<file path="src/shared/sfp_pkg.sv">
// Constants for the status flag and prescaler register bank.
// Assumes a single core clock; the core drives register access and events.
package sfp_pkg;
   localparam logic [7:0] SFP_STATUS_ADDR = 8'h03;
   localparam logic [7:0] SFP_OPTION_ADDR = 8'h07;
   localparam logic [7:0] SFP_TIMER_ZERO_ADDR = 8'h01;
   localparam logic [7:0] SFP_OPTION_RESET = 8'h7B;
   // Status field positions
   localparam int SFP_ST_CARRY = 0;
   localparam int SFP_ST_DIGIT = 1;
   localparam int SFP_ST_ZERO = 2;
   localparam int SFP_ST_PD = 3;
   localparam int SFP_ST_TO = 4;
   // Option field positions
   localparam int SFP_OP_PS_LO = 0;
   localparam int SFP_OP_OWNER = 3;
   localparam int SFP_OP_EDGE = 4;
   localparam int SFP_OP_SRC = 5;
   localparam int SFP_OP_ASYNC = 6;
   localparam int SFP_OP_XTAL = 7;
   localparam int SFP_PRESCALE_WIDTH = 8;
   // Selected timer clock sources
   typedef enum logic [1:0] {
      SFP_SRC_INSTR = 2'h0,
      SFP_SRC_PIN = 2'h1,
      SFP_SRC_XTAL = 2'h2
   } sfp_src_e;
endpackage : sfp_pkg

</file>
<file path="src/sfp_edge_detect.sv">
// Edge detector for the timer external input, with optional synchroniser.
// Assumes the pin level is otherwise synchronous to core_clk_i.
module sfp_edge_detect
   import sfp_pkg::*;
(
   input wire logic core_clk_i,
   input wire logic rst_n_i,
   input wire logic level_i,
   input wire logic sync_bypass_i,
   input wire logic falling_i,
   output logic edge_o
);
   logic sync_a;
   logic sync_b;
   logic prev;
   logic sel;

   always_ff @(posedge core_clk_i or negedge rst_n_i) begin
      if (!rst_n_i) begin
         sync_a <= 1'b0;
         sync_b <= 1'b0;
      end else begin
         sync_a <= level_i;
         sync_b <= sync_a;
      end
   end

   // Async mode skips the two-stage delay, trading metastability margin for latency
   assign sel = sync_bypass_i ? level_i : sync_b;

   always_ff @(posedge core_clk_i or negedge rst_n_i) begin
      if (!rst_n_i) begin
         prev <= 1'b0;
      end else begin
         prev <= sel;
      end
   end

   assign edge_o = falling_i ? (prev & ~sel) : (~prev & sel);
endmodule : sfp_edge_detect

</file>
<file path="src/sfp_prescaler.sv">
// Shared 8-bit prescaler counter with ratio tap selection.
// Assumes tick_i is a one-cycle pulse from the owning clock source.
module sfp_prescaler
   import sfp_pkg::*;
#(
   parameter int WIDTH = SFP_PRESCALE_WIDTH
) (
   input wire logic core_clk_i,
   input wire logic rst_n_i,
   input wire logic tick_i,
   input wire logic clear_i,
   input wire logic [2:0] ratio_i,
   input wire logic watchdog_mode_i,
   output logic [WIDTH-1:0] count_o,
   output logic out_tick_o
);
   logic [WIDTH-1:0] count;
   logic [3:0] shift;
   logic [WIDTH-1:0] mask;

   if (WIDTH != 8) begin : g_bad_width
      $error("sfp_prescaler supports only WIDTH of 8");
   end

   // Timer divides by 2^(code+1), watchdog by 2^code
   assign shift = watchdog_mode_i ? {1'b0, ratio_i} : ({1'b0, ratio_i} + 4'h1);
   assign mask = WIDTH'((9'h001 << shift) - 9'h001);

   always_ff @(posedge core_clk_i or negedge rst_n_i) begin
      if (!rst_n_i) begin
         count <= '0;
      end else if (clear_i) begin
         count <= '0;
      end else if (tick_i) begin
         count <= count + 8'h01;
      end
   end

   // Ratio changes act on the next tick since mask is combinational
   assign out_tick_o = tick_i && !clear_i && ((count & mask) == mask);
   assign count_o = count;
endmodule : sfp_prescaler

</file>
<file path="src/sfp_status_option.sv">
// Status flag register and timer/watchdog option register with shared prescaler.
// Assumes the core presents one register access and ALU result per cycle,
// and that watchdog and timer counters sit outside, fed by the ticks here.
// Summary of operation
// (RULE_01) Expiry flag set on power-up, kick or sleep; cleared on watchdog timeout.
// (RULE_02) Power-down flag set on power-up or kick; cleared by sleep.
// (RULE_03) Zero flag follows whether the ALU result is zero.
// (RULE_04) Digit flag records carry or borrow out of the low nibble.
// (RULE_05) Carry flag records carry or borrow out of the top bit.
// (RULE_06) Register writes change only the ALU flags, never the reset-cause pair.
// (RULE_07) Clearing status zeroes ALU flags then sets zero flag; cause flags kept.
// (RULE_08) Hibernation acts like sleep; overflow clears expiry only. Hibernation here does not assert watchdog_clear_o, sleep does.
// (RULE_09) Cause pair after reset: 00 sleep wake, 01 running overflow, 11 power-up.
// (RULE_10) Option bit 7 enables crystal; bit 5 picks instruction or external clock.
// (RULE_11) Option bit 6 zero synchronises external clock, one runs it asynchronously.
// (RULE_12) Option bit 4 selects rising or falling edge of the external input.
// (RULE_13) Option bit 3 gives prescaler to timer when zero, watchdog when one.
// (RULE_14) Ratio code divides timer by 2^(code+1), watchdog by 2^code.
// (RULE_15) One physical 8-bit prescaler, serving timer or watchdog, never both.
// (RULE_16) Kick clears prescaler and watchdog counter while watchdog owns prescaler.
// (RULE_17) Any timer register write clears prescaler while timer owns it.
// (RULE_18) Software moves prescaler to watchdog: clear timer, kick, max ratio, ratio.
// (RULE_19) Software moves prescaler to timer: kick first, then write option.
// (RULE_20) Timer counts undivided while the watchdog owns the prescaler.
// (RULE_21) Watchdog counts undivided base ticks while the timer owns the prescaler.
// (RULE_22) Ownership and ratio changes apply from the next prescaler tick.
module sfp_status_option
   import sfp_pkg::*;
(
   input wire logic core_clk_i,
   input wire logic rst_n_i,
   // Power-up versus other reset cause, sampled on every edge in reset and on the first edge after release
   input wire logic power_on_reset_i,
   // Register access port
   input wire logic [7:0] reg_addr_i,
   input wire logic reg_write_i,
   input wire logic [7:0] reg_wdata_i,
   output logic [7:0] reg_rdata_o,
   // ALU flag update
   input wire logic alu_update_i,
   input wire logic [7:0] alu_result_i,
   input wire logic alu_digit_carry_i,
   input wire logic alu_carry_i,
   // Core events, one-cycle pulses
   input wire logic watchdog_kick_i,
   input wire logic sleep_i,
   input wire logic hibernate_i,
   input wire logic watchdog_timeout_i,
   // Clock sources
   input wire logic instr_tick_i,
   input wire logic watchdog_base_tick_i,
   input wire logic timer_ext_input_i,
   input wire logic xtal_tick_i,
   // Outputs to timer zero and watchdog
   output logic crystal_enable_o,
   output logic timer_zero_tick_o,
   output logic watchdog_tick_o,
   output logic watchdog_clear_o,
   output logic [7:0] status_o,
   output logic [7:0] option_o
);
   logic watchdog_expiry_flag;
   logic power_down_flag;
   logic result_null_flag;
   logic low_nibble_overflow;
   logic msb_overflow_flag;
   logic [7:0] option;
   logic cause_pending;
   logic status_write;
   logic option_write;
   logic timer_zero_write;
   logic ext_edge;
   logic timer_src_tick;
   logic presc_in_tick;
   logic presc_out_tick;
   logic presc_clear;
   logic owner_is_wdt;
   logic [7:0] read_mux;
   sfp_src_e timer_src;

   function automatic logic addr_hit(input logic [7:0] addr, input logic [7:0] target);
      addr_hit = (addr == target);
   endfunction : addr_hit

   assign status_write = reg_write_i && addr_hit(reg_addr_i, SFP_STATUS_ADDR);
   assign option_write = reg_write_i && addr_hit(reg_addr_i, SFP_OPTION_ADDR);
   assign timer_zero_write = reg_write_i && addr_hit(reg_addr_i, SFP_TIMER_ZERO_ADDR);
   assign owner_is_wdt = option[SFP_OP_OWNER];

   // Cause flags: power-up strap caught on every edge in reset and on the first edge after release
   always_ff @(posedge core_clk_i or negedge rst_n_i) begin
      if (!rst_n_i) begin
         cause_pending <= 1'b1;
      end else begin
         cause_pending <= 1'b0;
      end
   end

   // Flags survive a non-power-up reset, so only power-up loads 1/1 (see RULE_09)
   always_ff @(posedge core_clk_i) begin
      if (cause_pending && power_on_reset_i) begin
         watchdog_expiry_flag <= 1'b1;  // see RULE_01
         power_down_flag <= 1'b1;  // see RULE_02
      end else if (watchdog_timeout_i) begin
         watchdog_expiry_flag <= 1'b0;  // see RULE_08
      end else if (sleep_i || hibernate_i) begin
         watchdog_expiry_flag <= 1'b1;  // see RULE_08
         power_down_flag <= 1'b0;  // see RULE_02
      end else if (watchdog_kick_i) begin
         watchdog_expiry_flag <= 1'b1;  // see RULE_01
         power_down_flag <= 1'b1;  // see RULE_02
      end
   end

   // ALU result beats a plain write; a clear writes zero and then sets zero flag
   always_ff @(posedge core_clk_i or negedge rst_n_i) begin
      if (!rst_n_i) begin
         result_null_flag <= 1'b0;
         low_nibble_overflow <= 1'b0;
         msb_overflow_flag <= 1'b0;
      end else if (alu_update_i) begin
         result_null_flag <= (alu_result_i == 8'h00);  // see RULE_03 RULE_07
         low_nibble_overflow <= alu_digit_carry_i;  // see RULE_04
         msb_overflow_flag <= alu_carry_i;  // see RULE_05
      end else if (status_write) begin
         result_null_flag <= reg_wdata_i[SFP_ST_ZERO];  // see RULE_06
         low_nibble_overflow <= reg_wdata_i[SFP_ST_DIGIT];
         msb_overflow_flag <= reg_wdata_i[SFP_ST_CARRY];
      end
   end

   always_ff @(posedge core_clk_i or negedge rst_n_i) begin
      if (!rst_n_i) begin
         option <= SFP_OPTION_RESET;
      end else if (option_write) begin
         option <= reg_wdata_i;  // see RULE_22
      end
   end

   assign status_o = {3'h0, watchdog_expiry_flag, power_down_flag,
                      result_null_flag, low_nibble_overflow, msb_overflow_flag};
   assign option_o = option;
   assign crystal_enable_o = option[SFP_OP_XTAL];  // see RULE_10

   always_comb begin
      case (reg_addr_i)
         SFP_STATUS_ADDR: read_mux = status_o;
         SFP_OPTION_ADDR: read_mux = option;
         default: read_mux = 8'h00;
      endcase
   end

   always_ff @(posedge core_clk_i or negedge rst_n_i) begin
      if (!rst_n_i) begin
         reg_rdata_o <= 8'h00;
      end else begin
         reg_rdata_o <= read_mux;
      end
   end

   sfp_edge_detect u_edge (
      .core_clk_i(core_clk_i),
      .rst_n_i(rst_n_i),
      .level_i(timer_ext_input_i),
      .sync_bypass_i(option[SFP_OP_ASYNC]),  // see RULE_11
      .falling_i(option[SFP_OP_EDGE]),  // see RULE_12
      .edge_o(ext_edge)
   );

   // Source choice for timer zero (see RULE_10)
   always_comb begin
      if (!option[SFP_OP_SRC]) begin
         timer_src = SFP_SRC_INSTR;
      end else if (option[SFP_OP_XTAL]) begin
         timer_src = SFP_SRC_XTAL;
      end else begin
         timer_src = SFP_SRC_PIN;
      end
   end

   always_comb begin
      case (timer_src)
         SFP_SRC_INSTR: timer_src_tick = instr_tick_i;
         SFP_SRC_PIN: timer_src_tick = ext_edge;
         SFP_SRC_XTAL: timer_src_tick = xtal_tick_i;
         default: timer_src_tick = 1'b0;
      endcase
   end

   // Single prescaler fed only by its owner (see RULE_13 RULE_15)
   assign presc_in_tick = owner_is_wdt ? watchdog_base_tick_i : timer_src_tick;
   assign presc_clear = (owner_is_wdt && watchdog_kick_i)  // see RULE_16
                        || (!owner_is_wdt && timer_zero_write);  // see RULE_17

   sfp_prescaler #(
      .WIDTH(SFP_PRESCALE_WIDTH)
   ) u_presc (
      .core_clk_i(core_clk_i),
      .rst_n_i(rst_n_i),
      .tick_i(presc_in_tick),
      .clear_i(presc_clear),
      .ratio_i(option[SFP_OP_PS_LO +: 3]),  // see RULE_14
      .watchdog_mode_i(owner_is_wdt),
      .count_o(),
      .out_tick_o(presc_out_tick)
   );

   // Non-owner sees its source undivided (see RULE_20 RULE_21)
   assign timer_zero_tick_o = owner_is_wdt ? timer_src_tick : presc_out_tick;
   assign watchdog_tick_o = owner_is_wdt ? presc_out_tick : watchdog_base_tick_i;
   assign watchdog_clear_o = watchdog_kick_i || sleep_i;  // see RULE_16
endmodule : sfp_status_option

</file>
<file path="config.mk">
export PLATFORM = sky130hd
export DESIGN_NAME = sfp_status_option
export DESIGN_NICKNAME = d
export VERILOG_FILES = /design/src/shared/sfp_pkg.sv /design/src/sfp_edge_detect.sv /design/src/sfp_prescaler.sv /design/src/sfp_status_option.sv
export SDC_FILE = /design/constraint.sdc
export NUM_CORES = 1
export LEC_CHECK = 0
export ABC_AREA = 1
export ABC_CLOCK_PERIOD_IN_PS = 2800
export BUFFER_PORTS_ARGS = -buffer_cell sky130_fd_sc_hd__buf_2
export CORE_MARGIN = 1.5
export CORE_UTILIZATION = 50
export CTS_CLUSTER_DIAMETER = 100
export DETAILED_ROUTE_END_ITERATION = 12
export GPL_TIMING_DRIVEN = 0
export PLACE_DENSITY = 0.87
export SYNTH_ARGS = -nofsm -noshare
export SYNTH_HDL_FRONTEND = slang
export SYNTH_SLANG_ARGS = --single-unit
</file>
<file path="constraint.sdc">
create_clock -name core_clk_i -period 2.8 [get_ports core_clk_i]
set_input_delay 0.56 -clock core_clk_i [delete_from_list [all_inputs] [get_ports core_clk_i]]
set_output_delay 0.56 -clock core_clk_i [all_outputs]
set_load 0.05 [all_outputs]
</file>
* Word-level counts from Yosys, hierarchy flattened
Cells that the tools add are included.
Storage, ports and cells: bits in registers 33, latch bits 0, bits in writable memories 0, ROM bits 0, output and inout port bits 28, logic and storage cells 70, memories 0
Cells by class: $add $sub $neg 3, multiply operators 0, div/mod/pow operators 0, magnitude comparators 0, eq/ne operators 6, shifts and indexed selects 1, multiplexer cells 22, bitwise operators 6, reductions and logical operators 20
Operators with widths (count):
- $mux W8 | 2
- $pmux W8 S2 | 1
- $mux W1 | 15
- $add A8 B1 Y8 const B | 1
- $and A8 B8 Y8 | 1
- $eq A8 B1 Y1 const B | 1
- $eq A8 B2 Y1 const B | 1
- $eq A8 B3 Y1 const B | 1
- $eq A8 B8 Y1 | 1
- $logic_and A1 B1 Y1 | 8
- $logic_not A8 Y1 | 1
- $shl A1 B4 Y8 const A | 1
- $sub A8 B1 Y8 const B | 1
- $reduce_bool A2 Y1 | 3
- $add A3 B1 Y4 const B | 1
- $mux W2 | 2
- $mux W4 | 1
- $logic_or A1 B1 Y1 | 3
- $not A1 Y1 | 3
- $pmux W1 S3 | 1
- $reduce_bool A3 Y1 | 1
- $and A1 B1 Y1 | 2
- $eq A2 B1 Y1 const B | 1
- $eq A2 B2 Y1 const B | 1
- other kinds (3) | 4

* Logic depth before layout (Yosys ltp)
Gate-level depths: netlist of run 1.
word-level depth 9, mapped depth 17, mapped depth without buffers 16

* Cells and area by module
From an unflattened synthesis of run 1, not the netlist that was laid out.
Second synthesis, totals: cell total of the unflattened synthesis 276, area, all modules 2026.9 um^2
Modules (own cells, without submodules):
- sfp_status_option | instances 1, cells an instance 150, area an instance 1192.4 um^2, seq. area each 549.3 um^2
- sfp_prescaler | instances 1, cells an instance 113, area an instance 718.2 um^2, seq. area each 200.2 um^2
- sfp_edge_detect | instances 1, cells an instance 13, area an instance 116.4 um^2, seq. area each 75.1 um^2

* Worst setup path before layout of run 1
OpenSTA, ideal clock, no wires.
kind register to output, from register option[1] (netlist: option_o[1]), to output timer_zero_tick_o, data arrival time 2566 ps, setup slack -326 ps, stages on the path, launching flop included 17, path buffers 0, cells stage by stage dfstp_2 > ha_1 > nand2_1 > nand2_1 > nand2_4 > inv_2 > nand3_1 > ha_1 > or2_2 > nand2_1 > a21oi_1 > nand2_1 > nor2_1 > nand2_1 > nor2_2 > nand4_1 > nand2_1
On the way: word-level cells in the longest chain between the ends 8
Ends and longest elaborated chain:
- start, declared | RTL line sfp_status_option.sv:67 | logic [7:0] option;
- start signal, assigned | RTL line sfp_status_option.sv:136 | option <= reg_wdata_i;
- $add A3 B1 Y4 | RTL line sfp_prescaler.sv:26 | assign shift = watchdog_mode_i ? {1'b0, ratio_i} : ({1'b0, ratio_i} + 4'h1);
- $mux W4 (*) | RTL line sfp_prescaler.sv:26
- $shl A1 B4 Y8 (*) | RTL line sfp_prescaler.sv:27 | assign mask = WIDTH'((9'h001 << shift) - 9'h001);
- $sub A8 B1 Y8 (*) | RTL line sfp_prescaler.sv:27
- $and A8 B8 Y8 | RTL line sfp_prescaler.sv:40 | assign out_tick_o = tick_i && !clear_i && ((count & mask) == mask);
- $eq A8 B8 Y1 (*) | RTL line sfp_prescaler.sv:40
- $logic_and A1 B1 Y1 (*) | RTL line sfp_prescaler.sv:40
- $mux W1 (*) | RTL line sfp_status_option.sv:209 | assign timer_zero_tick_o = owner_is_wdt ? timer_src_tick : presc_out_tick;
- end, declared | RTL line sfp_status_option.sv:56 | output logic timer_zero_tick_o,
Every way passes the cells marked *; elsewhere a longest branch is shown, timed or not.

* Final worst setup path of run 1
from register option[0] (netlist: option_o[0]), to output watchdog_tick_o
On the way: word-level cells in the longest chain between the ends 8
Ends and longest elaborated chain:
- $add A3 B1 Y4 | RTL line sfp_prescaler.sv:26
- $mux W4 (*) | RTL line sfp_prescaler.sv:26
- $shl A1 B4 Y8 (*) | RTL line sfp_prescaler.sv:27
- $sub A8 B1 Y8 (*) | RTL line sfp_prescaler.sv:27
- $and A8 B8 Y8 | RTL line sfp_prescaler.sv:40
- $eq A8 B8 Y1 (*) | RTL line sfp_prescaler.sv:40
- $logic_and A1 B1 Y1 (*) | RTL line sfp_prescaler.sv:40
- $mux W1 (*) | RTL line sfp_status_option.sv:210 | assign watchdog_tick_o = owner_is_wdt ? presc_out_tick : watchdog_base_tick_i;
- end, declared | RTL line sfp_status_option.sv:57 | output logic watchdog_tick_o,
Marks and branches as above.

==> results of run 1 <==
-- state kept, by name, indices dropped and copies added (netlist names) --
signal                flops
u_edge.sync_b             1
result_null_flag          1
u_edge.prev               1
msb_overflow_flag         1
u_presc.count_o           8
option_o                  8
power_down_flag           1
u_edge.sync_a             1
cause_pending             1
low_nibble_overflow       1
watchdog_expiry_flag      1
reg_rdata_o               8
-- critical path, cell delays in order, from the launching register on --
cell and delay, ps:
dfstp_4 650, ha_4 210, nand2_2 50, nand2_2 70, nor2_4 130, nand2_2 90
ha_4 260, or2_4 100, nand2_2 50, a21oi_2 90, nand2_1 50, nor2_1 110
nand2_1 90, nor2_2 100, nand4_1 160, nand2_4 120, buf_8 140
-- metrics by stage --
step / power, mW / cells / setup WS [ps] / TNS (ps) / cell area [um2]
after floorplan: 0.718 / 261 / -71.0 / -131 / 2000
after global placement: 0.788 / 372 / -255 / -504 / 2380
after detailed placement: 0.794 / 372 / -280 / -549 / 2380
after CTS: 1.27 / 387 / -472 / -912 / 2570
after global routing: 1.34 / 392 / -644 / -1270 / 2630
final: 1.29 / 392 / -526 / -1010 / 2630
-- cells in the final DEF (no fill, tap or decap), drive strengths merged --
cell	count
nor2	32
nor3	9
nand4	8
buf	91
clkbuf	7
o21ai	17
o311ai	1
o22ai	3
conb	4
a21oi	7
dfrtp	24
ha	3
nor3b	2
xor2	1
or2	5
nand2	64
o211ai	1
inv	33
dfxtp	2
bufinv	1
nand3	20
nor4	2
dfstp	7
-- repair_timing --
action	4_1_cts	5_1_grt
pin swaps	3	4
buffers inserted	7	5
resized for setup	7	6
setup endpoints to repair	2	2
-- cell usage after synthesis --
cell      instances  share of area [%]
nand2_1          59                 11
inv_1            30                5.8
nor2_1           27                5.2
dfrtp_1          24                 31
nand3_1          19                4.9
o21ai_0          16                4.1
buf_4            13                5.0
nor3_1            9                2.3
nand4_1           8                2.6
a21oi_1           7                1.8
dfstp_2           7                9.4
or2_2             5                1.6
nand2_2           4                1.3
ha_1              3                1.9
nor2_4            3                1.7
o22ai_1           3               0.96
buf_6             2                1.2
dfxtp_1           2                2.1
inv_2             2               0.38
nor2_2            2               0.64
nor3b_1           2               0.77
nor4_1            2               0.64
buf_2             1               0.26
conb_1            1               0.19
inv_4             1               0.32
nand2_4           1               0.58
nand3_4           1               0.90
o211ai_1          1               0.38
o21ai_1           1               0.26
o311ai_0          1               0.45
xor2_1            1               0.45
-- cell type report --
cell class	count	area [um2]	share of cell area [%]
multi-input combinational	179	945	35.9
sequential	33	832	31.6
buffer	16	125	4.75
clock buffer	7	86.3	3.28
clock inverter	1	30.0	1.14
timing repair buffer	75	425	16.2
inverter	33	129	4.90
tap	48	60.1	2.28
-- cells by family (layout without fill, tap and decap cells) --
| group | Yosys count | in the layout | synth area share [%] |
|---|---|---|---|
| AND/OR/NAND/NOR | 142 | 142 | 34.4 |
| buffers and inverters | 49 | 132 | 12.9 |
| flip-flops | 33 | 33 | 42.2 |
| AO/OA/AOI/OAI | 29 | 29 | 7.94 |
| adder cells (fa/ha/maj) | 3 | 3 | 1.92 |
| other | 1 | 4 | 0.192 |
| XOR/XNOR | 1 | 1 | 0.449 |
-- path summary, 6_finish.rpt --
path | from | to | slack [ps] | cells past startpoint
hold / removal | rst_n_i | option_o[7] | 310 | 1
max in group asynchronous | rst_n_i | option_o[2] | 2040 | 1
min in group core_clk_i | u_edge.sync_a | u_edge.sync_b | 360 | 0
setup / recovery | option_o[0] | watchdog_tick_o | -530 | 16
setup reg to reg | option_o[3] | u_presc.count_o[4] | 980 | 8
hold reg to reg | u_edge.sync_a | u_edge.sync_b | 360 | 0
-- layer usage --
layer / part of all wire (%) / up-vias / track usage, %
met1: 41 / 888 / 28.0
met5: 0 / - / 0
met3: 6.3 / 7 / 3.77
li1: - / 993 / -
met4: 2.0 / 0 / 10.2
met2: 50 / 77 / 43.2
-- power groups by stage --
stage / logic [mW] / registers, mW / clock network [mW]
final: 0.312 / 0.515 / 0.466
after global routing: 0.340 / 0.516 / 0.486
after CTS: 0.287 / 0.514 / 0.471
after detailed placement: 0.271 / 0.523 / 0
after global placement: 0.265 / 0.523 / 0
after floorplan: 0.184 / 0.533 / 0
==> impl_metrics.yaml, run 1 <==
worst_setup_path:
  cp_max_fo: 4
  cp-start-kind: "flip-flop"
  critPathRequiredTime_ps: 2240
  crit_type: "reg -> out"
  worst_ep_arrival_time_ps: 2770
  end_kind: "output pin"
global_routing:
  grt_pass1_vias: 1898
  grt.overflow.total: 0
  antenna_found_initial: 0
  grt_pass1_wl_um: 7890
  gr-usage-all-layers_pct: 24.0
  grt_max_degree: 32
cts:
  postCtsHoldBufs: 0
  cts_buffer_depth: 2
  clkSinkCount: 33
  cts_tree: "yes"
  cts-root-buf: "clkbuf_8"
  worstSkewPairLatency_ps: 290
  cts.clk_slew.worst_paths_ps: 70
  numCtsBuffers: 5
  h-tree-depth: 2
timing:
  fin_crit_ps: 3330
  setup_viol: 2
  rsz0062_at_grt: "yes"
  hold_violations: 0
  layout_setup_ws_ps: -526
  slew_headroom_pct: 54.0
  worstMarginPinSlew_ps: 690
  fmaxAchievable_mhz: 301
  period_share_pct: 119
  slew_violations: 0
  fin_hold_ws_ps: 313
  clock_skew_ps: 5.16
pwr:
  p_per_area_mw_per_mm2: 491
  leakage_nw: 1.41
  seqPwrFrac_pct: 39.8
  irDropWorstVdd_mv: 0.215
  combPwrFrac_pct: 24.1
  intPower_uw: 911
  clkPwrFrac_pct: 36.0
  p_switching_uw: 381
  swShare_pct: 29.5
floorplan:
  fp.dieW_um: 65.5
  rows: 22
  die_area_mm2: 0.00429
  ios: 67
  die_h_um: 65.5
  core_mm2: 0.00372
  start_util_pct: 52.6
detailed_routing:
  avgRoutedWirePerCell_um: 12.3
  ant_nets: 0
  wirelength_um: 4840
  drc: 0
  first_pass_iters: 4
  vias: 1965
  drt_iter0_markers: 142
  via_per_inst: 5.01
synthesis:
  synthesis.area_mm2: 0.00195
  seq_area_frac_synth_pct: 42.2
  syn_area_per_cell_um2: 7.57
  yosys_warnings: 0
  synthCells: 258
  synth_seq_cells: 33
  synth_cell_types: 31
final_layout:
  final_nets: 385
  final.fill_count: 309
  antennaDiodeCount: 0
  final_core_util_pct: 70.8
  syn_to_final_growth_pct: 34.8
  drive_gt1_share_pct: 38.7
place:
  portBuffers: 63
  place.detailed.hpwl_um: 3550
  place.gp.congestion: 0.812
job:
  drv_cap: 0
outcome:
  status: "complete, but fails checks"
  violations: "setup timing"
min_path:
  hp-class: "in -> async"
(Power assumes the default switching activity.)
==> run 2, diff against run 1 <==
- CORE_ASPECT_RATIO: default -> 1.1
==> run 2 against run 1 <==
  * Via count is 1.9% higher
  * Hold slack worse by 18 ps
  * Clock-buffer cell count is 2 lower
  * Clock skew is 5.4 ps higher
  * Routed wire length is 4.9% higher
  * Design area is 0.28% lower
  * Combinational power hardly changed
  * Die area hardly changed
  * Largest cell class unchanged
  * Total power is 0.39% higher
  * The flow still finishes with violations (setup timing)
  * Global-route usage is 1.6 points higher
  * Cell count is 0.26% higher
  * Core utilization is 0.42 points higher
==> impl_metrics.yaml, run 2 (same netlist as run 1, synthesis figures left out) <==
detailed_routing:
  drc: 0
  via_per_inst: 5.10
  drt_iter0_markers: 93
  avgRoutedWirePerCell_um: 12.9
  vias: 2003
  wirelength_um: 5080
  ant_nets: 0
  first_pass_iters: 4
cts:
  clkSinkCount: 33
  cts-root-buf: "clkbuf_8"
  cts_buffer_depth: 2
  cts_tree: "yes"
  h-tree-depth: 2
  worstSkewPairLatency_ps: 300
  numCtsBuffers: 5
  postCtsHoldBufs: 0
  cts.clk_slew.worst_paths_ps: 80
pwr:
  p_per_area_mw_per_mm2: 494
  leakage_nw: 1.40
  irDropWorstVdd_mv: 0.303
  seqPwrFrac_pct: 39.6
  swShare_pct: 31.7
  clkPwrFrac_pct: 36.1
  p_switching_uw: 411
  intPower_uw: 886
  combPwrFrac_pct: 24.3
place:
  dp.cells: 374
  portBuffers: 63
  dpl-instance-area_mm2: 0.00238
  place.gp.congestion: 0.881
  place.detailed.hpwl_um: 3610
final_layout:
  finalInstanceArea_mm2: 0.00263
  final_nets: 384
  layout_common_cells: "buf_2 (62), nand2_1 (54), inv_1 (29), nor2_1 (27), buf_4 (25)"
  drive_gt1_share_pct: 39.1
  fin_cells: 393
  regArea_um2: 832
  final_common_cell: "buf_2"
  multi_input_area_um2: 947
  antennaDiodeCount: 0
  final_core_util_pct: 71.3
  syn_to_final_growth_pct: 34.4
  final.fill_count: 308
outcome:
  status: "complete, but fails checks"
  violations: "setup timing"
floorplan:
  fp.dieW_um: 62.6
  core_mm2: 0.00368
  die_h_um: 68.6
  ios: 67
  rows: 23
  die_area_mm2: 0.00429
  start_util_pct: 53.0
timing:
  fin_hold_ws_ps: 296
  worstMarginPinSlew_ps: 681
  fin_crit_ps: 3350
  period_share_pct: 120
  slew_violations: 0
  hold_violations: 0
  rsz0062_at_grt: "yes"
  setup_viol: 2
  clock_skew_ps: 10.5
  layout_setup_ws_ps: -549
  slew_headroom_pct: 54.6
  setup-tns-final_ps: -1060
  fmaxAchievable_mhz: 299
worst_setup_path:
  worst_ep_arrival_time_ps: 2790
  cp-start-kind: "flip-flop"
  cp_max_fo: 4
  end_kind: "output pin"
  crit_type: "reg -> out"
  critPathRequiredTime_ps: 2240
min_path:
  hp-class: "in -> async"
global_routing:
  grt_pass1_vias: 2001
  antenna_found_initial: 0
  grt_pass1_wl_um: 8490
  gr-usage-all-layers_pct: 25.6
  grt.overflow.total: 0
  grt_max_degree: 32
job:
  drv_cap: 0
run 2: critical path, cell delays in order (launching register included):
cell,delay (ps)
dfstp_4,650
ha_4,130
nand2_2,50
nand2_2,80
nand2_4,80
nor2_4,120
nand2_2,80
ha_4,270
or2_4,100
nand2_2,40
a21oi_2,100
nand2_1,70
nor2_1,110
nand2_1,80
nor2_2,120
nand4_1,150
nand2_4,120
buf_8,140
run 2: path summary, 6_finish.rpt:
| kind | from | endpoint | slack, ps | depth (start not counted) |
|---|---|---|---|---|
| min in group core_clk_i | u_edge.sync_a | u_edge.sync_b | 360 | 0 |
| setup reg to reg | option_o[3] | u_presc.count_o[0] | 1000 | 7 |
| max in group asynchronous | rst_n_i | u_presc.count_o[1] | 2060 | 1 |
| setup / recovery | option_o[0] | watchdog_tick_o | -550 | 17 |
| hold / removal | rst_n_i | reg_rdata_o[0] | 300 | 1 |
| hold reg to reg | u_edge.sync_a | u_edge.sync_b | 360 | 0 |
run 2: timing repair:
item,4_1_cts,5_1_grt
pin swaps,4,15
hold endpoints to repair,0,0
buffers inserted,9,3
resized for setup,10,4
endpoints found under the setup margin,2,2
run 2: stage by stage:
step | power (mW) | worst slack [ps]
global route | 1.35 | -699
finish | 1.30 | -549
global placement | 0.786 | -224
floorplan | 0.718 | -71.0
detailed placement | 0.796 | -274
CTS | 1.28 | -453
run 2: cell type report:
cell class	count	share of cell area, %
inverter	33	4.91
multi-input combinational	179	36.1
clock buffer	5	2.62
clock inverter	3	1.76
buffer	15	4.34
timing repair buffer	75	16.2
sequential	33	31.7
tap	50	2.38
run 2: power by group through the flow:
stage	Sequential (mW)	Clock, mW	Combinational (mW)
after floorplan	0.533	0	0.184
after global placement	0.522	0	0.264
after detailed placement	0.523	0	0.273
after CTS	0.513	0.465	0.301
after global routing	0.517	0.489	0.342
final	0.514	0.469	0.315
run 2: layer usage:
layer  GRT usage [%]  up-vias  routed length (um)
li1                -      990                   -
met1            26.6      924                1980
met2            50.9       76                2720
met3            6.17       13                 274
met4            9.72        0                  96
met5               0        -                   0
